--- config.mk ---
export PLATFORM = sky130hd
export DESIGN_NAME = clu_top
export DESIGN_NICKNAME = d
export VERILOG_FILES = /design/src/rtl/clu_pkg.sv /design/src/rtl/clu_table.sv /design/src/rtl/clu_top.sv
export SDC_FILE = /design/constraint.sdc
export NUM_CORES = 1
export LEC_CHECK = 0
export ABC_AREA = 0
export BUFFER_PORTS_ARGS = -buffer_cell sky130_fd_sc_hd__buf_2
export CAP_MARGIN = 10
export CORE_ASPECT_RATIO = 0.7
export CORE_MARGIN = 2
export CORE_UTILIZATION = 50
export DETAILED_ROUTE_END_ITERATION = 6
export HOLD_SLACK_MARGIN = 0.08
export PLACE_DENSITY_LB_ADDON = 0.3
export REMOVE_ABC_BUFFERS = 1
export SETUP_SLACK_MARGIN = 0.4
export SKIP_LAST_GASP = 1
export SYNTH_ARGS = -nofsm -noshare
export SYNTH_HDL_FRONTEND = slang
export SYNTH_HIERARCHICAL = 1
export SYNTH_SLANG_ARGS = --single-unit
--- constraint.sdc ---
create_clock -name core_clk -period 9 [get_ports core_clk]
set_input_delay 0.9 -clock core_clk [delete_from_list [all_inputs] [get_ports core_clk]]
set_output_delay 0.9 -clock core_clk [all_outputs]
set_load 0.01 [all_outputs]
--- src/rtl/clu_pkg.sv ---
// Constants, register map and encodings of the custom logic unit
package clu_pkg;

  localparam int unsigned ADDR_W    = 6;
  localparam int unsigned DATA_W    = 32;
  localparam int unsigned SEL_W     = 4;
  localparam int unsigned FILT_W    = 2;
  localparam int unsigned TRUTH_W   = 8;

  // Byte addresses of the registers
  localparam logic [5:0] OFF_GLOBAL_CONTROL = 6'h00;
  localparam logic [5:0] OFF_SEQ_CONTROL_0  = 6'h04;
  localparam logic [5:0] OFF_T0_CONTROL_A   = 6'h08;
  localparam logic [5:0] OFF_T0_CONTROL_B   = 6'h0C;
  localparam logic [5:0] OFF_T0_CONTROL_C   = 6'h10;
  localparam logic [5:0] OFF_T0_FUNCTION    = 6'h14;
  localparam logic [5:0] OFF_T1_CONTROL_A   = 6'h18;
  localparam logic [5:0] OFF_T1_CONTROL_B   = 6'h1C;
  localparam logic [5:0] OFF_T1_CONTROL_C   = 6'h20;
  localparam logic [5:0] OFF_T1_FUNCTION    = 6'h24;
  localparam logic [5:0] OFF_STATUS         = 6'h28;

  // Field positions
  localparam int unsigned GC_ENABLE_BIT   = 0;
  localparam int unsigned GC_RUNSTBY_BIT  = 6;
  localparam int unsigned CA_ENABLE_BIT   = 0;
  localparam int unsigned CA_FILT_LSB     = 4;
  localparam int unsigned CA_TABLE_CLOCK_SOURCE_SELECT_BIT   = 6;
  localparam int unsigned CB_SEL0_LSB     = 0;
  localparam int unsigned CB_SEL1_LSB     = 4;
  localparam int unsigned CC_SEL2_LSB     = 0;
  localparam int unsigned SEQ_SEL_LSB     = 0;

  // Values after reset
  localparam logic [7:0] RST_TRUTH  = 8'h00;
  localparam logic [3:0] RST_SEL    = 4'h0;
  localparam logic [1:0] RST_FILT   = 2'h0;

  // Input source selections
  localparam logic [3:0] SRC_MASK     = 4'h0;
  localparam logic [3:0] SRC_FEEDBACK = 4'h1;
  localparam logic [3:0] SRC_LINK     = 4'h2;
  localparam logic [3:0] SRC_EVENT0   = 4'h3;
  localparam logic [3:0] SRC_EVENT1   = 4'h4;
  localparam logic [3:0] SRC_PIN      = 4'h5;
  localparam logic [3:0] SRC_COMPARE  = 4'h6;
  localparam logic [3:0] SRC_WAVE     = 4'h7;

  // Output filter selections
  localparam logic [1:0] FILT_OFF     = 2'h0;
  localparam logic [1:0] FILT_SYNC    = 2'h1;
  localparam logic [1:0] FILT_FILTER  = 2'h2;

  // Sequencer functions
  localparam logic [3:0] SEQ_DISABLE  = 4'h0;
  localparam logic [3:0] SEQ_DFF      = 4'h1;
  localparam logic [3:0] SEQ_JK       = 4'h2;
  localparam logic [3:0] SEQ_DLATCH   = 4'h3;
  localparam logic [3:0] SEQ_RS       = 4'h4;

endpackage

--- src/rtl/clu_table.sv ---
// One three-input lookup table with source selection and output filter
`timescale 1ns/1ps
module clu_table (
  input  wire logic       core_clk,
  input  wire logic       rst_n,
  input  wire logic       enable,
  input  wire logic [7:0] truth,
  input  wire logic [3:0] sel0,
  input  wire logic [3:0] sel1,
  input  wire logic [3:0] sel2,
  input  wire logic       table_clock_source_select,
  input  wire logic [1:0] filtsel,
  input  wire logic [2:0] pin_in,
  input  wire logic [1:0] event_in,
  input  wire logic       compare_in,
  input  wire logic [2:0] wave_in,
  input  wire logic       feedback_in,
  input  wire logic       link_in,
  output logic            lut_out,
  output logic            filt_out,
  output logic            tick
);

  logic [3:0] sel [3];
  logic [2:0] raw;
  logic [2:0] idx;
  logic       in2_prev_reg;
  logic       in2_prev_next;
  logic [2:0] shift_reg;
  logic [2:0] shift_next;
  logic       hold_reg;
  logic       hold_next;

  assign sel[0] = sel0;
  assign sel[1] = sel1;
  assign sel[2] = sel2;

  always_comb begin
    for (int i = 0; i < 3; i++) begin
      case (sel[i])
        clu_pkg::SRC_MASK:     raw[i] = 1'b0;
        clu_pkg::SRC_FEEDBACK: raw[i] = feedback_in;
        clu_pkg::SRC_LINK:     raw[i] = link_in;
        clu_pkg::SRC_EVENT0:   raw[i] = event_in[0];
        clu_pkg::SRC_EVENT1:   raw[i] = event_in[1];
        clu_pkg::SRC_PIN:      raw[i] = pin_in[i];
        clu_pkg::SRC_COMPARE:  raw[i] = compare_in;
        clu_pkg::SRC_WAVE:     raw[i] = wave_in[i];
        default:               raw[i] = 1'b0;
      endcase
    end
    // Input 2 used as clock never reaches the function bits
    idx     = {raw[2] & ~table_clock_source_select, raw[1], raw[0]};
    lut_out = truth[idx];
    // Rising edge of input 2 stands in for its clock
    tick    = table_clock_source_select ? (raw[2] & ~in2_prev_reg) : 1'b1;
  end

  always_comb begin
    in2_prev_next = raw[2];
    shift_next    = shift_reg;
    hold_next     = hold_reg;
    if (!enable) begin
      shift_next = 3'h0;
      hold_next  = 1'b0;
    end else if (tick) begin
      shift_next = {shift_reg[1:0], lut_out};
      if (&shift_reg || ~|shift_reg) begin
        hold_next = shift_reg[2];
      end
    end
    case (filtsel)
      clu_pkg::FILT_SYNC:   filt_out = shift_reg[1];
      clu_pkg::FILT_FILTER: filt_out = hold_reg;
      default:              filt_out = lut_out;
    endcase
  end

  always_ff @(posedge core_clk) begin
    if (!rst_n) begin
      in2_prev_reg <= 1'b0;
      shift_reg    <= 3'h0;
      hold_reg     <= 1'b0;
    end else begin
      in2_prev_reg <= in2_prev_next;
      shift_reg    <= shift_next;
      hold_reg     <= hold_next;
    end
  end
endmodule // clu_table

--- src/rtl/clu_top.sv ---
// Custom logic unit: two lookup tables, sequencer and register slave
//
// Decided for this implementation: the Avalon-MM interface to the registers and the address map.
`timescale 1ns/1ps
module clu_top #(
  parameter int unsigned TABLES = 2
) (
  input  wire logic        core_clk,
  input  wire logic        rst_n,
  input  wire logic [5:0]  avs_address,
  input  wire logic        avs_read,
  input  wire logic        avs_write,
  input  wire logic [31:0] avs_writedata,
  input  wire logic [3:0]  avs_byteenable,
  output logic      [31:0] avs_readdata,
  output logic             avs_waitrequest,
  input  wire logic [2:0]  table_input_pins_0,
  input  wire logic [2:0]  table_input_pins_1,
  input  wire logic [1:0]  event_in,
  input  wire logic [1:0]  compare_in,
  input  wire logic [2:0]  wave_in,
  output logic [1:0]       table_output_pin,
  output logic [1:0]       table_output_event
);

  logic        wait_reg;
  logic        wait_next;
  logic [31:0] rdata_reg;
  logic [31:0] rdata_next;
  logic [31:0] rd_mux;
  logic        wr_take;
  logic [7:0]  wbyte;

  logic        glob_en_reg;
  logic        glob_en_next;
  logic        runstby_reg;
  logic        runstby_next;
  logic [3:0]  sequencer_function_select_reg;
  logic [3:0]  sequencer_function_select_next;
  logic [1:0]  tab_en_reg;
  logic [1:0]  tab_en_next;
  logic [1:0]  table_clock_source_select_reg;
  logic [1:0]  table_clock_source_select_next;
  logic [1:0]  filt_reg   [2];
  logic [1:0]  filt_next  [2];
  logic [3:0]  sel0_reg   [2];
  logic [3:0]  sel0_next  [2];
  logic [3:0]  sel1_reg   [2];
  logic [3:0]  sel1_next  [2];
  logic [3:0]  sel2_reg   [2];
  logic [3:0]  sel2_next  [2];
  logic [7:0]  truth_reg  [2];
  logic [7:0]  truth_next [2];

  logic        seq_reg;
  logic        seq_next;
  logic [1:0]  pin_reg;
  logic [1:0]  pin_next;
  logic [1:0]  lut_out;
  logic [1:0]  filt_out;
  logic [1:0]  tick;
  logic [1:0]  run;
  logic [1:0]  value;
  logic [5:0]  offs_a [2];
  logic [5:0]  offs_b [2];
  logic [5:0]  offs_c [2];
  logic [5:0]  offs_f [2];

  assign offs_a = '{clu_pkg::OFF_T0_CONTROL_A, clu_pkg::OFF_T1_CONTROL_A};
  assign offs_b = '{clu_pkg::OFF_T0_CONTROL_B, clu_pkg::OFF_T1_CONTROL_B};
  assign offs_c = '{clu_pkg::OFF_T0_CONTROL_C, clu_pkg::OFF_T1_CONTROL_C};
  assign offs_f = '{clu_pkg::OFF_T0_FUNCTION, clu_pkg::OFF_T1_FUNCTION};

  // One wait cycle per access; the write lands on the acknowledging edge
  always_comb begin
    wait_next = ~((avs_read | avs_write) & wait_reg);
    wr_take   = avs_write & ~wait_reg & avs_byteenable[0];
    wbyte     = avs_writedata[7:0];
    rd_mux    = 32'h0000_0000;
    case (avs_address)
      clu_pkg::OFF_GLOBAL_CONTROL: begin
        rd_mux[clu_pkg::GC_ENABLE_BIT]  = glob_en_reg;
        rd_mux[clu_pkg::GC_RUNSTBY_BIT] = runstby_reg;
      end
      clu_pkg::OFF_SEQ_CONTROL_0: rd_mux[3:0] = sequencer_function_select_reg;
      clu_pkg::OFF_STATUS:        rd_mux[2:0] = {seq_reg, pin_reg};
      default: begin
        for (int t = 0; t < 2; t++) begin
          if (avs_address == offs_a[t]) begin
            rd_mux[clu_pkg::CA_ENABLE_BIT] = tab_en_reg[t];
            rd_mux[clu_pkg::CA_TABLE_CLOCK_SOURCE_SELECT_BIT] = table_clock_source_select_reg[t];
            rd_mux[clu_pkg::CA_FILT_LSB +: 2] = filt_reg[t];
          end
          if (avs_address == offs_b[t]) begin
            rd_mux[7:0] = {sel1_reg[t], sel0_reg[t]};
          end
          if (avs_address == offs_c[t]) begin
            rd_mux[3:0] = sel2_reg[t];
          end
          if (avs_address == offs_f[t]) begin
            rd_mux[7:0] = truth_reg[t];
          end
        end
      end
    endcase
    rdata_next = (avs_read & wait_reg) ? rd_mux : rdata_reg;
  end

  // Register writes
  always_comb begin
    glob_en_next = glob_en_reg;
    runstby_next = runstby_reg;
    sequencer_function_select_next  = sequencer_function_select_reg;
    tab_en_next  = tab_en_reg;
    table_clock_source_select_next  = table_clock_source_select_reg;
    filt_next    = filt_reg;
    sel0_next    = sel0_reg;
    sel1_next    = sel1_reg;
    sel2_next    = sel2_reg;
    truth_next   = truth_reg;
    if (wr_take) begin
      if (avs_address == clu_pkg::OFF_GLOBAL_CONTROL) begin
        glob_en_next = wbyte[clu_pkg::GC_ENABLE_BIT];
        runstby_next = wbyte[clu_pkg::GC_RUNSTBY_BIT];
      end
      if (avs_address == clu_pkg::OFF_SEQ_CONTROL_0 && !tab_en_reg[0]) begin
        sequencer_function_select_next = wbyte[clu_pkg::SEQ_SEL_LSB +: 4];
      end
      for (int t = 0; t < 2; t++) begin
        if (avs_address == offs_a[t]) begin
          tab_en_next[t] = wbyte[clu_pkg::CA_ENABLE_BIT];
          // Fields load only while the table was off, so the enabling
          // write carries them and a disabling write does not
          if (!tab_en_reg[t]) begin
            table_clock_source_select_next[t] = wbyte[clu_pkg::CA_TABLE_CLOCK_SOURCE_SELECT_BIT];
            filt_next[t]   = wbyte[clu_pkg::CA_FILT_LSB +: 2];
          end
        end
        if (avs_address == offs_b[t] && !tab_en_reg[t]) begin
          sel0_next[t] = wbyte[clu_pkg::CB_SEL0_LSB +: 4];
          sel1_next[t] = wbyte[clu_pkg::CB_SEL1_LSB +: 4];
        end
        if (avs_address == offs_c[t] && !tab_en_reg[t]) begin
          sel2_next[t] = wbyte[clu_pkg::CC_SEL2_LSB +: 4];
        end
        if (avs_address == offs_f[t]) begin
          truth_next[t] = wbyte;
        end
      end
    end
  end

  assign run = {2{glob_en_reg}} & tab_en_reg;

  // Table 1 has no higher neighbour, so its link reads low
  clu_table u_table0 (
    .core_clk    (core_clk),
    .rst_n       (rst_n),
    .enable      (run[0]),
    .truth       (truth_reg[0]),
    .sel0        (sel0_reg[0]),
    .sel1        (sel1_reg[0]),
    .sel2        (sel2_reg[0]),
    .table_clock_source_select      (table_clock_source_select_reg[0]),
    .filtsel     (filt_reg[0]),
    .pin_in      (table_input_pins_0),
    .event_in    (event_in),
    .compare_in  (compare_in[0]),
    .wave_in     (wave_in),
    .feedback_in (seq_reg),
    .link_in     (lut_out[1]),
    .lut_out     (lut_out[0]),
    .filt_out    (filt_out[0]),
    .tick        (tick[0])
  );

  clu_table u_table1 (
    .core_clk    (core_clk),
    .rst_n       (rst_n),
    .enable      (run[1]),
    .truth       (truth_reg[1]),
    .sel0        (sel0_reg[1]),
    .sel1        (sel1_reg[1]),
    .sel2        (sel2_reg[1]),
    .table_clock_source_select      (table_clock_source_select_reg[1]),
    .filtsel     (filt_reg[1]),
    .pin_in      (table_input_pins_1),
    .event_in    (event_in),
    .compare_in  (compare_in[1]),
    .wave_in     (wave_in),
    .feedback_in (seq_reg),
    .link_in     (1'b0),
    .lut_out     (lut_out[1]),
    .filt_out    (filt_out[1]),
    .tick        (tick[1])
  );

  // Sequencer: latches act every cycle, flip-flops on the even tick only
  always_comb begin
    seq_next = seq_reg;
    if (!run[0]) begin
      seq_next = 1'b0;
    end else begin
      case (sequencer_function_select_reg)
        clu_pkg::SEQ_DFF: begin
          if (tick[0] && filt_out[1]) seq_next = filt_out[0];
        end
        clu_pkg::SEQ_JK: begin
          if (tick[0]) begin
            case ({filt_out[0], filt_out[1]})
              2'b01:   seq_next = 1'b0;
              2'b10:   seq_next = 1'b1;
              2'b11:   seq_next = ~seq_reg;
              default: seq_next = seq_reg;
            endcase
          end
        end
        clu_pkg::SEQ_DLATCH: begin
          if (filt_out[1]) seq_next = filt_out[0];
        end
        clu_pkg::SEQ_RS: begin
          // Both set and reset high is forbidden; state is held
          if (filt_out[0] && !filt_out[1]) seq_next = 1'b1;
          if (!filt_out[0] && filt_out[1]) seq_next = 1'b0;
        end
        default: seq_next = 1'b0;
      endcase
    end
  end

  // Nothing here looks at the processor, so a debug halt changes nothing
  always_comb begin
    value[0] = (sequencer_function_select_reg == clu_pkg::SEQ_DISABLE) ? filt_out[0] : seq_reg;
    value[1] = filt_out[1];
    pin_next = run & value;
  end

  always_ff @(posedge core_clk) begin
    if (!rst_n) begin
      wait_reg    <= 1'b1;
      rdata_reg   <= 32'h0000_0000;
      glob_en_reg <= 1'b0;
      runstby_reg <= 1'b0;
      sequencer_function_select_reg  <= clu_pkg::SEQ_DISABLE;
      tab_en_reg  <= 2'h0;
      table_clock_source_select_reg  <= 2'h0;
      seq_reg     <= 1'b0;
      pin_reg     <= 2'h0;
      for (int t = 0; t < 2; t++) begin
        filt_reg[t]  <= clu_pkg::RST_FILT;
        sel0_reg[t]  <= clu_pkg::RST_SEL;
        sel1_reg[t]  <= clu_pkg::RST_SEL;
        sel2_reg[t]  <= clu_pkg::RST_SEL;
        truth_reg[t] <= clu_pkg::RST_TRUTH;
      end
    end else begin
      wait_reg    <= wait_next;
      rdata_reg   <= rdata_next;
      glob_en_reg <= glob_en_next;
      runstby_reg <= runstby_next;
      sequencer_function_select_reg  <= sequencer_function_select_next;
      tab_en_reg  <= tab_en_next;
      table_clock_source_select_reg  <= table_clock_source_select_next;
      seq_reg     <= seq_next;
      pin_reg     <= pin_next;
      filt_reg    <= filt_next;
      sel0_reg    <= sel0_next;
      sel1_reg    <= sel1_next;
      sel2_reg    <= sel2_next;
      truth_reg   <= truth_next;
    end
  end

  assign avs_waitrequest    = wait_reg;
  assign avs_readdata       = rdata_reg;
  assign table_output_pin   = pin_reg;
  assign table_output_event = pin_reg;
endmodule // clu_top

==> flow_metrics.tcl <==
set metrics [dict create \
    fin_crit_sh 0.542 \
    status "finished clean" \
    tns_ns 0 \
    hold_viol 0 \
    period_needed_ns 4.88 \
    final-setup-viol-count 0 \
    cts_tree "built" \
    clock_sink_count 76 \
    vias_per_cell 6.08 \
    layout.cells.non_filler 705 \
    rows 29 \
    htreeDepth 3 \
    gp_congestion 0.915 \
    worstSetupStartpointType "primary input" \
    post_cts_resized 0 \
    firstDrtPassIters 5 \
    synthCells 543 \
    netlist_area_um2 4660 \
    start_util 0.513 \
    grt_pass1_wl_um 21100 \
    grt_max_degree 72 \
    clockBufferDepth 2 \
    clk_pin_slew_ns 0.06 \
    clock_latency_ns 0.34 \
    numCtsBuffers 9 \
    numPlacedInstances 689 \
    largest_register_ff_count 16 \
    r2r_cells 19 \
    nets 642 \
    ys_warn_count 6 \
    drv_slew 0 \
    wl_per_cell_um 19.0 \
    port_buffers 44 \
    leakage_nw 1.85 \
    skew_ns 0.00453 \
    postCtsSetupBuffers 0 \
    ios 96 \
    grt.overflow.total 0 \
    tightest_slew_ns 1.11 \
    fmax_mhz 205 \
    n_antenna_cell 0 \
    min_path_type "flop to flop" \
    drt_iter0_drc 469 \
    final_cell_mix "dfxtp_1, nand3_1, nand2_1" \
    finalPower_mw 0.731 \
    dieArea_um2 10100 \
    timing.hold.ws_ns 0.464 \
    critPathKind "primary input to flop" \
    track_usage 0.271 \
    slew_headroom 0.260 \
    powerDensity_nw_per_um2 143 \
    cp_max_fo 6 \
    cp.required_ns 9.22 \
    grt_pass1_vias 3892 \
    avgSynthCellArea_um2 8.57 \
    cts_root_buf "clkbuf_16" \
    postCtsHoldBufs 0 \
    dp_hpwl_um 9640 \
    syn_to_final_growth_pct 9.92 \
    die_w_um 119 \
    die_y_um 84.7 \
    antenna_found_initial 0 \
    ir_drop_uv 87.2 \
    drc 0 \
    coreArea_um2 9070 \
    vias 4283 \
    layout-drive-gt1-share 0.160 \
    cap_violations 0 \
    critical_path_arrival_ns 5.10 \
    worstHoldPathCells 1 \
    rsz0062_at_grt "false" \
    layout_commonest_cell "dfxtp_1" \
    totalWireLength_um 13400 \
    drtAntennaViolNets 0 \
    end_kind "flop" \
]
## per-stage QoR
step | util | setup WS (ns) | cell area, um2
after global placement | 0.534 | 3.94 | 4850
after global routing | 0.564 | 3.89 | 5120
after detailed placement | 0.534 | 3.85 | 4850
final | 0.564 | 4.12 | 5120
after floorplan | - | 4.58 | 4450
after CTS | 0.564 | 4.21 | 5120
## layout make-up
class / count / area (um2)
Tap cell: 124 / 155
Clock buffer: 11 / 243
Sequential cell: 76 / 1520
Clock inverter: 5 / 27.5
Fill cell: 816 / 3950
Inverter: 15 / 56.3
Multi-Input combinational cell: 427 / 2870
Timing Repair Buffer: 47 / 243
## path summary, 6_finish.rpt
| check | endpoint | slack (ns) | startpoint |
|---|---|---|---|
| max | seq_reg | 4.12 | event_in[0] |
| min | avs_waitrequest | 0.46 | avs_waitrequest |
| max reg2reg | seq_reg | 4.20 | seq_reg |
| min reg2reg | avs_waitrequest | 0.46 | avs_waitrequest |
## per-layer routing
layer | track usage | vias up | share of wire
met5 | 0 | - | 0
met4 | 0.0770 | 0 | 0.017
met3 | 0.0802 | 20 | 0.096
met2 | 0.404 | 194 | 0.44
met1 | 0.381 | 2067 | 0.45
li1 | - | 2002 | -
## report_power, final
part           internal [mW]  leakage (nW)  switching (mW)  total, mW
Combinational         0.0196          1.10          0.0398     0.0594
Clock                  0.192         0.135           0.139      0.331
Sequential             0.339         0.613         0.00188      0.341
Total                  0.551          1.85           0.180      0.731
## critical path, cell delays in order
cell,delay [ns]
buf_2,0.16
mux2_4,0.27
a221o_1,0.39
nand4b_2,0.14
nand3_1,0.09
nand3_1,0.16
nand2_1,0.17
mux4_2,0.50
nor2b_1,0.25
o21ai_0,0.14
nand3b_1,0.14
nand3b_2,0.11
a31oi_1,0.39
inv_1,0.11
ha_1,0.23
or3_1,0.36
a311oi_1,0.33
nor3_1,0.09
o211ai_1,0.08
a31oi_1,0.10
Power figures use the tool's default switching activity.
